## src/core/vpic_defs.vh

```
`ifndef VPIC_DEFS_VH
`define VPIC_DEFS_VH

// source count and word layout
`define VPIC_NSRC 72
`define VPIC_VEC_OFFSET 7'h08
`define VPIC_PRIO_W 3
`define VPIC_PRIO_RESET 3'h4

// register word indices (byte address is four times the index)
`define VPIC_IDX_CTRL1 6'h00
`define VPIC_IDX_CTRL2 6'h01
`define VPIC_IDX_FLAG0 6'h02
`define VPIC_IDX_EN0 6'h07
`define VPIC_IDX_PRIO0 6'h0C
`define VPIC_IDX_READBACK 6'h1E
`define VPIC_IDX_STATUS 6'h1F
`define VPIC_IDX_CORE 6'h20
`define VPIC_NUM_FLAG_REGS 5
`define VPIC_NUM_PRIO_REGS 18

// field positions
`define VPIC_CTRL1_NEST_BIT 15
`define VPIC_CTRL1_TRAP_LSB 1
`define VPIC_CTRL2_ALT_BIT 15
`define VPIC_STATUS_IPL_LSB 5
`define VPIC_CORE_CPU_LEVEL_MSB_BIT 3
`define VPIC_RB_LEVEL_LSB 8

// vector table bases
`define VPIC_PRI_TBL_BASE 24'h000014
`define VPIC_ALT_TBL_BASE 24'h000114

// external pin request numbers
`define VPIC_EXT0_IRQ 0
`define VPIC_EXT1_IRQ 20
`define VPIC_EXT2_IRQ 29

`endif

```

## src/core/vpic_arb.v

```verilog
`timescale 1ns/1ps
`default_nettype none

// picks the winning pending source: highest priority, lowest number on ties
module vpic_arb (
	input wire [71:0] req, // flagged and enabled sources
	input wire [215:0] prio, // 3-bit priority per source
	input wire [3:0] cur_level, // current cpu level, 4 bits
	output reg found, // a source beats the cpu level
	output reg [6:0] idx, // winning request number
	output reg [2:0] level // winning priority
);

	integer i;
	reg [2:0] p;

	// scan downward so an equal priority at a lower number overwrites
	always @* begin
		p = 3'h0;
		found = 1'b0;
		idx = 7'h00;
		level = 3'h0;
		for (i = 71; i >= 0; i = i - 1) begin
			p = prio[i*3 +: 3];
			// zero priority never wins, and must exceed cpu level
			if (req[i] && (p != 3'h0) && ({1'b0, p} > cur_level) && (p >= level)) begin
				found = 1'b1;
				idx = i[6:0];
				level = p;
			end
		end
	end

endmodule // vpic_arb

`default_nettype wire

```

## src/core/vpic_ctrl.v

```verilog
// The Avalon-MM register port and the register offsets were decided locally.
`timescale 1ns/1ps
`default_nettype none
`include "vpic_defs.vh"

// Notes on behaviour
// - vector number is request number plus eight
// - handler address from primary or alternate table
// - thirty-three controller registers in the map
// - control one: nesting disable, trap flags
// - control two: pin edges, alternate table select
// - hardware sets flags, software write clears
// - one enable bit per source
// - priority 1..7, zero disables the source
// - any source takes any priority level
// - readback latches vector and new level
// - bits follow request number order
// - status bits 7:5 hold writable cpu level
// - fourth level bit read-only in core control
// - priority word four field layout, gaps zero
// - priority fields reset to four
module vpic_ctrl (
	input wire ref_clk, // system clock, 10 MHz
	input wire rst_b, // synchronous reset, active low
	input wire [5:0] avs_address, // word index
	input wire avs_read, // read request
	input wire avs_write, // write request
	input wire [31:0] avs_writedata, // write data
	input wire [3:0] avs_byteenable, // byte lanes
	output reg [31:0] avs_readdata, // read data
	output reg avs_waitrequest, // stall until answer
	input wire [71:0] src_event, // peripheral event pulses
	input wire [2:0] ext_pin, // external request pins
	input wire [3:0] trap_event, // processor trap pulses
	input wire irq_ack, // core takes the presented interrupt
	output reg irq_valid, // an interrupt is presented
	output reg [6:0] irq_vector, // presented vector number
	output reg [3:0] irq_level, // presented new cpu level
	output reg [23:0] irq_handler_addr, // handler fetch address
	output reg [3:0] cpu_level // current cpu level
);

	// register state
	reg nest_dis_q; // nesting disable
	reg [3:0] trap_q; // sticky trap flags
	reg alt_tbl_q; // alternate table select
	reg [2:0] ext_edge_q; // 1 = falling edge request
	reg [71:0] flag_q; // request flags
	reg [71:0] flag_d;
	reg [71:0] en_q; // enable bits
	reg [71:0] en_d;
	reg [215:0] prio_q; // priority fields
	reg [215:0] prio_d;
	reg [2:0] ipl_q; // cpu level low bits
	reg [2:0] ext_prev_q; // pin history for edge detect
	reg [6:0] rb_vec_q; // readback vector
	reg [3:0] rb_lvl_q; // readback level

	// bus handshake
	wire req_any = avs_read | avs_write; // request pending
	wire wr_fire = avs_write & ~avs_waitrequest; // write takes effect
	wire [15:0] wdat = avs_writedata[15:0]; // only low half is mapped

	// arbiter wires
	wire arb_found;
	wire [6:0] arb_idx;
	wire [2:0] arb_level;
	wire cpu_level_msb = |trap_q; // traps lift level to eight or above
	wire [3:0] cur_level = {cpu_level_msb, ipl_q};

	// word select against an integer index
	function word_hit;
		input [5:0] a;
		input integer w;
		begin
			word_hit = (a == w[5:0]);
		end
	endfunction

	// byte lane covering a bit of a 16-bit word
	function lane_ok;
		input [3:0] be;
		input integer b;
		begin
			lane_ok = (b < 8) ? be[0] : be[1];
		end
	endfunction

	// edge seen on one external pin, per polarity
	function pin_edge;
		input cur;
		input prev;
		input falling;
		begin
			pin_edge = falling ? (prev & ~cur) : (cur & ~prev);
		end
	endfunction

	vpic_arb u_arb (
		.req(flag_q & en_q),
		.prio(prio_q),
		.cur_level(cur_level),
		.found(arb_found),
		.idx(arb_idx),
		.level(arb_level)
	);

	integer i;
	integer j; // read mux index, kept apart from the next-state loop
	reg [71:0] hw_set; // hardware set requests
	reg [15:0] rd_word; // selected read word

	// hardware event set terms, pins folded into their request numbers
	always @* begin
		hw_set = src_event;
		hw_set[`VPIC_EXT0_IRQ] = src_event[`VPIC_EXT0_IRQ] |
			pin_edge(ext_pin[0], ext_prev_q[0], ext_edge_q[0]);
		hw_set[`VPIC_EXT1_IRQ] = src_event[`VPIC_EXT1_IRQ] |
			pin_edge(ext_pin[1], ext_prev_q[1], ext_edge_q[1]);
		hw_set[`VPIC_EXT2_IRQ] = src_event[`VPIC_EXT2_IRQ] |
			pin_edge(ext_pin[2], ext_prev_q[2], ext_edge_q[2]);
	end

	// next flags, enables and priorities; set always wins over a clear
	always @* begin
		flag_d = flag_q;
		en_d = en_q;
		prio_d = prio_q;
		for (i = 0; i < `VPIC_NSRC; i = i + 1) begin
			// source i sits at bit i%16 of word i/16
			if (wr_fire && word_hit(avs_address, `VPIC_IDX_FLAG0 + i / 16) &&
				lane_ok(avs_byteenable, i % 16)) begin
				flag_d[i] = wdat[i % 16];
			end
			if (wr_fire && word_hit(avs_address, `VPIC_IDX_EN0 + i / 16) &&
				lane_ok(avs_byteenable, i % 16)) begin
				en_d[i] = wdat[i % 16];
			end
			// four fields of three bits per word, gap bit above each
			if (wr_fire && word_hit(avs_address, `VPIC_IDX_PRIO0 + i / 4) &&
				lane_ok(avs_byteenable, (i % 4) * 4)) begin
				prio_d[i*3 +: 3] = wdat[(i % 4) * 4 +: 3];
			end
			flag_d[i] = flag_d[i] | hw_set[i];
		end
	end

	// read word mux; unmapped indices read zero
	always @* begin
		rd_word = 16'h0000;
		if (avs_address == `VPIC_IDX_CTRL1) begin
			rd_word[`VPIC_CTRL1_NEST_BIT] = nest_dis_q;
			rd_word[`VPIC_CTRL1_TRAP_LSB +: 4] = trap_q;
		end else if (avs_address == `VPIC_IDX_CTRL2) begin
			rd_word[`VPIC_CTRL2_ALT_BIT] = alt_tbl_q;
			rd_word[2:0] = ext_edge_q;
		end else if (avs_address == `VPIC_IDX_READBACK) begin
			rd_word[6:0] = rb_vec_q;
			rd_word[`VPIC_RB_LEVEL_LSB +: 4] = rb_lvl_q;
		end else if (avs_address == `VPIC_IDX_STATUS) begin
			rd_word[`VPIC_STATUS_IPL_LSB +: 3] = ipl_q;
		end else if (avs_address == `VPIC_IDX_CORE) begin
			rd_word[`VPIC_CORE_CPU_LEVEL_MSB_BIT] = cpu_level_msb;
		end else begin
			for (j = 0; j < `VPIC_NSRC; j = j + 1) begin
				if (word_hit(avs_address, `VPIC_IDX_FLAG0 + j / 16)) begin
					rd_word[j % 16] = flag_q[j];
				end
				if (word_hit(avs_address, `VPIC_IDX_EN0 + j / 16)) begin
					rd_word[j % 16] = en_q[j];
				end
				if (word_hit(avs_address, `VPIC_IDX_PRIO0 + j / 4)) begin
					rd_word[(j % 4) * 4 +: 3] = prio_q[j*3 +: 3];
				end
			end
		end
	end

	// avalon slave: one wait cycle, then the answer stands for one edge
	always @(posedge ref_clk) begin
		if (!rst_b) begin
			avs_waitrequest <= 1'b1;
			avs_readdata <= 32'h00000000;
		end else begin
			if (req_any && avs_waitrequest) begin
				// first cycle of a request: capture data, release stall
				avs_waitrequest <= 1'b0;
				avs_readdata <= {16'h0000, rd_word};
			end else begin
				// answer taken at this edge; stall the next request again
				avs_waitrequest <= 1'b1;
			end
		end
	end

	// source table state
	always @(posedge ref_clk) begin
		if (!rst_b) begin
			flag_q <= 72'h000000000000000000;
			en_q <= 72'h000000000000000000;
			prio_q <= {`VPIC_NSRC{`VPIC_PRIO_RESET}};
			ext_prev_q <= ext_pin; // a pin idling high gives no false edge
		end else begin
			flag_q <= flag_d;
			en_q <= en_d;
			prio_q <= prio_d;
			ext_prev_q <= ext_pin; // pins are synchronous to ref_clk
		end
	end

	// global control words
	always @(posedge ref_clk) begin
		if (!rst_b) begin
			nest_dis_q <= 1'b0;
			trap_q <= 4'h0;
			alt_tbl_q <= 1'b0;
			ext_edge_q <= 3'h0;
		end else begin
			if (wr_fire && avs_address == `VPIC_IDX_CTRL1) begin
				if (avs_byteenable[1]) begin
					nest_dis_q <= wdat[`VPIC_CTRL1_NEST_BIT];
				end
				if (avs_byteenable[0]) begin
					// trap flags clear by write, a new trap still sets
					trap_q <= wdat[`VPIC_CTRL1_TRAP_LSB +: 4] | trap_event;
				end else begin
					trap_q <= trap_q | trap_event;
				end
			end else begin
				trap_q <= trap_q | trap_event;
			end
			if (wr_fire && avs_address == `VPIC_IDX_CTRL2) begin
				if (avs_byteenable[1]) begin
					alt_tbl_q <= wdat[`VPIC_CTRL2_ALT_BIT];
				end
				if (avs_byteenable[0]) begin
					ext_edge_q <= wdat[2:0];
				end
			end
		end
	end

	// cpu level: software writes it, acceptance raises it
	always @(posedge ref_clk) begin
		if (!rst_b) begin
			ipl_q <= 3'h0;
		end else if (irq_ack && irq_valid) begin
			// nesting off pins the level at seven so nothing preempts
			ipl_q <= nest_dis_q ? 3'h7 : irq_level[2:0];
		end else if (wr_fire && avs_address == `VPIC_IDX_STATUS && avs_byteenable[0]) begin
			ipl_q <= wdat[`VPIC_STATUS_IPL_LSB +: 3];
		end
	end

	// readback and presentation to the core, all registered
	always @(posedge ref_clk) begin
		if (!rst_b) begin
			rb_vec_q <= 7'h00;
			rb_lvl_q <= 4'h0;
			irq_valid <= 1'b0;
			irq_vector <= 7'h00;
			irq_level <= 4'h0;
			irq_handler_addr <= 24'h000000;
			cpu_level <= 4'h0;
		end else begin
			cpu_level <= cur_level;
			irq_valid <= arb_found;
			if (arb_found) begin
				rb_vec_q <= arb_idx + `VPIC_VEC_OFFSET;
				rb_lvl_q <= {1'b0, arb_level};
				irq_vector <= arb_idx + `VPIC_VEC_OFFSET;
				irq_level <= {1'b0, arb_level};
				// two bytes per entry in either table
				irq_handler_addr <= (alt_tbl_q ? `VPIC_ALT_TBL_BASE : `VPIC_PRI_TBL_BASE) +
					{16'h0000, arb_idx, 1'b0};
			end
		end
	end

endmodule // vpic_ctrl

`default_nettype wire

```

## config.mk

```make
export PLATFORM = sky130hd
export DESIGN_NAME = vpic_ctrl
export DESIGN_NICKNAME = d
export VERILOG_FILES = /design/src/core/vpic_arb.v /design/src/core/vpic_ctrl.v
export VERILOG_INCLUDE_DIRS = /design/src /design/src/core
export SDC_FILE = /design/constraint.sdc
export NUM_CORES = 2
export LEC_CHECK = 0
export BUFFER_PORTS_ARGS = -buffer_cell sky130_fd_sc_hd__clkbuf_2
export CORE_ASPECT_RATIO = 1.4
export CORE_MARGIN = 5
export CORE_UTILIZATION = 30
export CTS_BUF_LIST = sky130_fd_sc_hd__clkbuf_4
export DETAILED_ROUTE_END_ITERATION = 10
export GPL_TIMING_DRIVEN = 0
export MAX_ROUTING_LAYER = met4
export PLACE_DENSITY = 0.51
export SETUP_SLACK_MARGIN = 0.1
export SYNTH_ARGS = -nofsm -noshare
export SYNTH_HDL_FRONTEND = slang
export SYNTH_SLANG_ARGS = --single-unit
```

## constraint.sdc

```tcl
create_clock -name ref_clk -period 127.3 [get_ports ref_clk]
set_clock_uncertainty 0.15 [all_clocks]
set_input_delay 6.365 -clock ref_clk [delete_from_list [all_inputs] [get_ports ref_clk]]
set_output_delay 6.365 -clock ref_clk [all_outputs]
set_load 0.01 [all_outputs]
```

# Word level (Yosys, flattened, before mapping)

Index checks and enable logic that the tools add are counted.

Register bits: 431
Bits of input ports: 126
Output and inout bits: 73

Add/sub/neg operators: 2
$lt $le $gt $ge: 144
Eq/ne operators: 32
Mux-type cells: 570
Bitwise gates (word level): 93
Reduce and logical (&&, ||, !) cells: 382

Operator list:

| kind                                                | count |
|---|---|
| 2-to-1 mux 3 bit                                    | 185 |
| 2-to-1 mux 7 bit                                    | 73 |
| logical AND 1 bit                                   | 304 |
| 2-to-1 mux 1 bit                                    | 297 |
| > comparator 3 x 4 -> 1 bit                         | 72 |
| nonzero test 3 bit                                  | 72 |
| >= comparator 3 bit                                 | 71 |
| equality test 6 x 5 -> 1 bit, second input constant | 16 |
| bitwise OR 1 bit                                    | 76 |
| bitwise AND 72 bit                                  | 1 |
| 2-to-1 mux 12 bit                                   | 6 |
| equality test 6 x 4 -> 1 bit, second input constant | 8 |
| equality test 6 x 3 -> 1 bit, second input constant | 4 |
| 2-to-1 mux 4 bit                                    | 5 |
| equality test 6 x 2 -> 1 bit, second input constant | 2 |
| adder 9 x 8 -> 10 bit                               | 1 |
| 2-to-1 mux 10 bit                                   | 1 |
| 2-to-1 mux 9 bit                                    | 1 |
| 2-to-1 mux 8 bit                                    | 1 |
| bitwise OR 4 bit                                    | 2 |
| adder 7 x 4 -> 7 bit, second input constant         | 1 |
| bitwise AND 1 bit                                   | 7 |
| NOT 1 bit                                           | 7 |
| equality test 6 x 1 -> 1 bit, second input constant | 1 |
| 7 further kinds                                     | 9 |

# Depth between registers and ports, before layout

Depth in word-level cells: 219
Mapped depth: 515
Gate-level depth less buffers: 512

# Modules after synthesis

A second synthesis with hierarchy kept.

Cells, all modules: 4772
Area total of the unflattened synthesis: 36429.9 µm²

By module, submodules not included:

| module    | times used | cells an instance | area each (µm²) |
|---|---|---|---|
| vpic_ctrl | 1          | 2456              | 19962.9 |
| vpic_arb  | 1          | 2316              | 16467.0 |

# Worst setup path after synthesis

No wires, ideal clock.

Path type: flip-flop to flip-flop
Start point: register ipl_q[0]
End point: register irq_handler_addr[6]
Setup time: 120 ps
Arrival time: 93923 ps
Slack: 33107 ps
Cell stages (with the launch flop): 487
Buffers on the path: 3
Clock period less this slack: 94193 ps
Cells stage by stage: dfxtp_1 > ha_1 > a311oi_2 > and2_1 > nand2_1 > ha_1 > nand2_1 > o21ai_0 > nand4_1 > and3_1 > a21oi_1 > ha_1 > o211ai_1 > nor4_4 > nand2_1 > or3_1 > mux2i_1 > inv_1 > [... 451 more ...] > a21oi_1 > nor2b_1 > o221ai_1 > mux2_2 > ha_1 > nand2b_1 > a21o_1 > a21oi_1 > nor4_1 > nand2b_1 > or3_1 > nor4_1 > and4_1 > ha_1 > inv_1 > nor3_1 > nor3_1 > o31a_1

Longest elaborated chain between the ends: 218
Elaborated cells on any way between the ends: 503
Those cells by class: 1 x add/sub; 143 x order compare; 215 x mux; 144 x reduce/logical

RTL lines:

| element                        | line            | text |
|---|---|---|
| from (decl)                    | vpic_ctrl.v:54  | `reg [2:0] ipl_q;` |
| from (signal assigned)         | vpic_ctrl.v:249 | `ipl_q <= nest_dis_q ? 3'h7 : irq_level[2:0];` |
| from (signal assigned)         | vpic_ctrl.v:251 | `` ipl_q <= wdat[`VPIC_STATUS_IPL_LSB +: 3]; `` |
| > comparator 3 x 4 -> 1 bit    | vpic_arb.v:26   | `if (req[i] && (p != 3'h0) && ({1'b0, p} > cur_level) && (p >= level)) begin` |
| logical AND 1 bit (2 in a row) | vpic_arb.v:26   |  |
| 2-to-1 mux 3 bit               | vpic_arb.v:26   |  |
| >= comparator 3 bit            | vpic_arb.v:26   |  |
| logical AND 1 bit              | vpic_arb.v:26   |  |
| 2-to-1 mux 3 bit               | vpic_arb.v:26   |  |
| >= comparator 3 bit            | vpic_arb.v:26   |  |
| logical AND 1 bit              | vpic_arb.v:26   |  |
| [... 201 more ...]             | -               |  |
| 2-to-1 mux 3 bit               | vpic_arb.v:26   |  |
| >= comparator 3 bit            | vpic_arb.v:26   |  |
| logical AND 1 bit              | vpic_arb.v:26   |  |
| 2-to-1 mux 3 bit               | vpic_arb.v:26   |  |
| >= comparator 3 bit            | vpic_arb.v:26   |  |
| logical AND 1 bit              | vpic_arb.v:26   |  |
| 2-to-1 mux 7 bit               | vpic_arb.v:26   |  |
| adder 9 x 8 -> 10 bit          | vpic_ctrl.v:274 | `` irq_handler_addr <= (alt_tbl_q ? `VPIC_ALT_TBL_BASE : `VPIC_PRI_TBL_BASE) + `` |
| to (signal assigned)           | vpic_ctrl.v:274 |  |
| to (decl)                      | vpic_ctrl.v:39  | `output reg [23:0] irq_handler_addr,` |

Parallel ways exist; a longest one is shown, timed or not.
A chain may end at the register's enable or synchronous reset.

# Worst setup path in the final report

Start point: register ipl_q[2]
End point: register irq_handler_addr[6]

The elaborated chain is that of the path after synthesis.

==> impl_summary.log <==
[metrics] Area Overhead vs Synth: 11.8%
[metrics] Layout Cells excl Fill: 6462
[metrics] Final Cycle Share: 86.1%
[metrics] Post-layout nets: 5362
[metrics] Tot GR Track Use: 26.9%
[metrics] area of the die: 124000 um2
[metrics] Worst-path clk slew: 0.07 ns
[metrics] Achievable Freq: 9.12 MHz
[metrics] count of cells along the worst hold path: 2
[metrics] Worst Max-Slew Pin Slew: 1.59 ns
[metrics] drt drc: 0
[metrics] clock tree from TritonCTS: built
[metrics] area leader, netlist: dfxtp_1
[metrics] clock buffers created by TritonCTS: 107
[metrics] number of hold buffers added after cts: 0
[metrics] Crit path top cell by count: ha_1
[metrics] Setup crit start kind: flip-flop
[metrics] run status: finished with violations
[metrics] Total Negative Setup Slacks: 0 ns
[metrics] Cells after Synth: 4594
[metrics] initial DRC count: 3787
[metrics] max incr delay on CP: 0.93 ns
[metrics] R2R Path End: irq_handler_addr[6]
[metrics] gr ovfl total: 0
[metrics] hold-critical path endpoint: irq_handler_addr[5]
[metrics] Warnings, synthesis: 0
[metrics] minimum period implied by the final worst setup slack: 109.64 ns
[metrics] final hold viol count: 0
[metrics] fraction of the core area covered by cells at the end of the flow: 33.8%
[metrics] fraction of final layout cells sized beyond drive strength 1: 11.0%
[metrics] fraction of synthesized cell area taken by the top area cell type: 23.7%
[metrics] maximum number of pins on one net before global-route repair: 44
[metrics] remaining number of nets flagged by the antenna check after routing: 0
[metrics] WL/cell: 26.5 um
[metrics] Synth area leaders: dfxtp_1 (24%), ha_1 (13%), nand2_1 (8.9%)
[metrics] switching component of the power: 0.0000864 W
[metrics] H-tree levels: 3
[metrics] number of I/O pins: 199
[metrics] origin of the critical flop-to-flop path: ipl_q[2]
[metrics] global placement routability congestion: 0.997
[metrics] remaining max-slew budget at the tightest pin: -5.87%
[metrics] total internal power: 0.000198 W
[metrics] wirelength, routed: 171 mm
[metrics] average via count per standard cell: 5.89
[metrics] worst ir drop on vdd: 0.00608 mV
[metrics] worst path arrival time: 110.27 ns
[metrics] post-cts resize count: 0
[metrics] static leakage power: 14.9 nW
[metrics] number of setup violations in the final report: 0
[metrics] Cell Area, Placed: 37800 um2
[metrics] combinational fraction of design power: 10.1%
[metrics] classification of the worst-slack hold path: flip-flop to flip-flop
[metrics] sw frac: 30.3%
[metrics] number of antenna violations at the first check in global routing: 8
[metrics] commonest register cell after synthesis: dfxtp_1
[metrics] HPWL after detailed placement: 135 mm
[metrics] Skew-Pair Late Insertion Delay: 0.95 ns
[metrics] total instance count after detailed placement: 6266
[metrics] length in cells of the worst reg-to-reg path: 486
[metrics] startpoint of the most critical setup path: ipl_q[2]
[metrics] final instance area: 39200 um2
[metrics] share of synthesized flip-flops with an asynchronous set or reset: 0%
[metrics] number of placement rows: 148
[metrics] Crit Path Max Fanout: 39
[metrics] Flop pwr share: 47.3%
[metrics] initial core utilization: 30.2%
[metrics] Post-CTS Repair Setup Buffers: 0
[metrics] floorplan core area: 116000 um2
[metrics] hold path start: irq_handler_addr[5]
[metrics] global-route wire length before repair: 243 mm
[metrics] buffers from clock root to sink, at most: 3
[metrics] CTS Sinks: 415
[metrics] number of filler cells placed in the layout: 12.5k
[metrics] Chip Width: 299 um
[metrics] sequential-to-total area share from yosys stat: 23.7%
[metrics] register-to-register setup slack: 17.66 ns
[metrics] slowest CP cell: a2111oi_0
[metrics] synthesis-stage register bit count: 415
[metrics] element type at the critical path end: flip-flop
[metrics] max-slew violation count: 33
[metrics] via count: 38.1k
[metrics] share of power burned in the clock network: 42.6%
[metrics] leading cell types by count after synthesis: nand2_1 (835), dfxtp_1 (415), ha_1 (361)
[metrics] number of global-route vias before repair: 35.9k
[metrics] Vert. Die Dim: 414 um
[metrics] failing checks: max-capacitance violations, max-slew violations
[metrics] root buffer cell: clkbuf_4
[metrics] summed instance area of the synthesized netlist: 35100 um2
[metrics] length of the first detailed-routing pass in iterations: 10
[metrics] required time of the critical path: 127.93 ns
[metrics] Post-synth EDFFs: 0
[metrics] # port buffers: 138
[metrics] reported max-cap violation count: 6
[metrics] unrepaired setup endpoints after global routing: no
[metrics] top-count cell post-synth: nand2_1
[metrics] Crit Path Category: flip-flop to flip-flop
[metrics] number of distinct library cells after synthesis: 120
[metrics] Avg Inst Size Synth: 7.63 um2
[metrics] pwr/cell area: 7.27 nW/um2
## metal layers
metal	vias up	GRT usage [%]	part of all wire, %	wire (um)
met3	535	3.46	7.0	11900
met5	-	-	0	0
li1	17500	-	-	-
met1	18100	30.3	38	64800
met4	0	16.8	7.7	13200
met2	1899	45.2	47	81300
## flip-flops by register name (all words and copies together) (netlist names)
register          flops
ipl_q                 3
cpu_level             4
avs_waitrequest       1
trap_q                4
flag_q               72
ext_prev_q            3
rb_vec_q              7
irq_handler_addr      8
rb_lvl_q              3
irq_valid             1
alt_tbl_q             1
prio_q              216
en_q                 72
ext_edge_q            3
nest_dis_q            1
avs_readdata         16
## kinds of logic after synthesis
kind of cell	share of synthesized area (%)
flip-flops	23.7
adder cells (fa/ha/maj)	13.5
buffers and inverters	4.96
multiplexers	3.83
XOR/XNOR	0.0750
other	0.0107
AO/OA/AOI/OAI	30.5
AND/OR/NAND/NOR	23.4
## through the flow
step / setup slack, ns / power [W] / hold slack [ns]
after CTS: 18.22 / 0.000283 / 0.314
after global placement: 17.32 / 0.000165 / 0.298
after global routing: 8.81 / 0.000291 / 0.352
final: 17.66 / 0.000285 / 0.324
after detailed placement: 18.60 / 0.000165 / 0.306
after floorplan: 33.11 / 0.000149 / 0.300
## final cells by class
cell class | instances | area (um2) | share of cell area (%)
plain buffers | 192 | 862 | 2.20
inverters | 234 | 883 | 2.25
repair buffers | 141 | 766 | 1.95
clock inverters | 42 | 233 | 0.594
diodes | 5 | 12.5 | 0.0319
well taps | 1500 | 1880 | 4.79
clock buffers | 149 | 1120 | 2.85
flip-flops and latches | 415 | 8310 | 21.2
multi-input cells | 3784 | 25100 | 64.1
## worst max-delay path, delay by kind of cell, from the launching register on
family / cells / cell delay, ns
adder cells (fa/ha/maj): 91 / 25.96
flip-flops: 1 / 0.58
AND/OR/NAND/NOR: 174 / 29.80
multiplexers: 15 / 5.49
buffers and inverters: 19 / 2.17
AO/OA/AOI/OAI: 187 / 45.26
## placed cells by master (no fill, tap or decap), types with 23 or more instances in the layout
cell	Yosys	layout
nand2_1	835	835
dfxtp_1	415	414
ha_1	361	361
nor2_1	289	289
a21oi_1	239	239
a21boi_0	238	238
inv_1	232	230
o21ai_0	149	149
clkbuf_4	0	149
clkbuf_1	143	142
clkbuf_2	0	139
o21a_1	138	138
nand3_1	126	126
mux2_2	98	98
a21o_1	84	84
nand2b_1	79	79
a22oi_1	78	78
and3_1	73	73
o311ai_0	70	70
nor2b_1	68	68
nor4_1	65	65
and2_1	62	62
o211ai_1	55	55
a31oi_1	51	51
nor3_1	50	50
a221oi_1	48	48
buf_4	33	33
conb_1	1	32
o21ai_1	29	29
clkinv_1	0	28
nand4_1	24	24
a211oi_1	23	23
maj3_1	23	23
## power by group through the flow
| stage | Sequential (W) | Combinational (W) | Clock (W) |
|---|---|---|---|
| after floorplan | 0.000136 | 0.0000131 | 0 |
| after global placement | 0.000137 | 0.0000274 | 0 |
| after detailed placement | 0.000137 | 0.0000275 | 0 |
| after CTS | 0.000134 | 0.0000276 | 0.000121 |
| after global routing | 0.000135 | 0.0000291 | 0.000127 |
| final | 0.000135 | 0.0000289 | 0.000121 |
## worst max-delay path by stage
stage,to,slack [ns],cells past startpoint
finish,irq_handler_addr[6],17.66,486
global route,irq_handler_addr[6],8.81,487
CTS,irq_handler_addr[6],18.22,487
detailed placement,irq_handler_addr[6],18.60,484
global placement,irq_handler_addr[6],17.32,480
floorplan,irq_handler_addr[6],33.11,486
(Power assumes the default switching activity.)
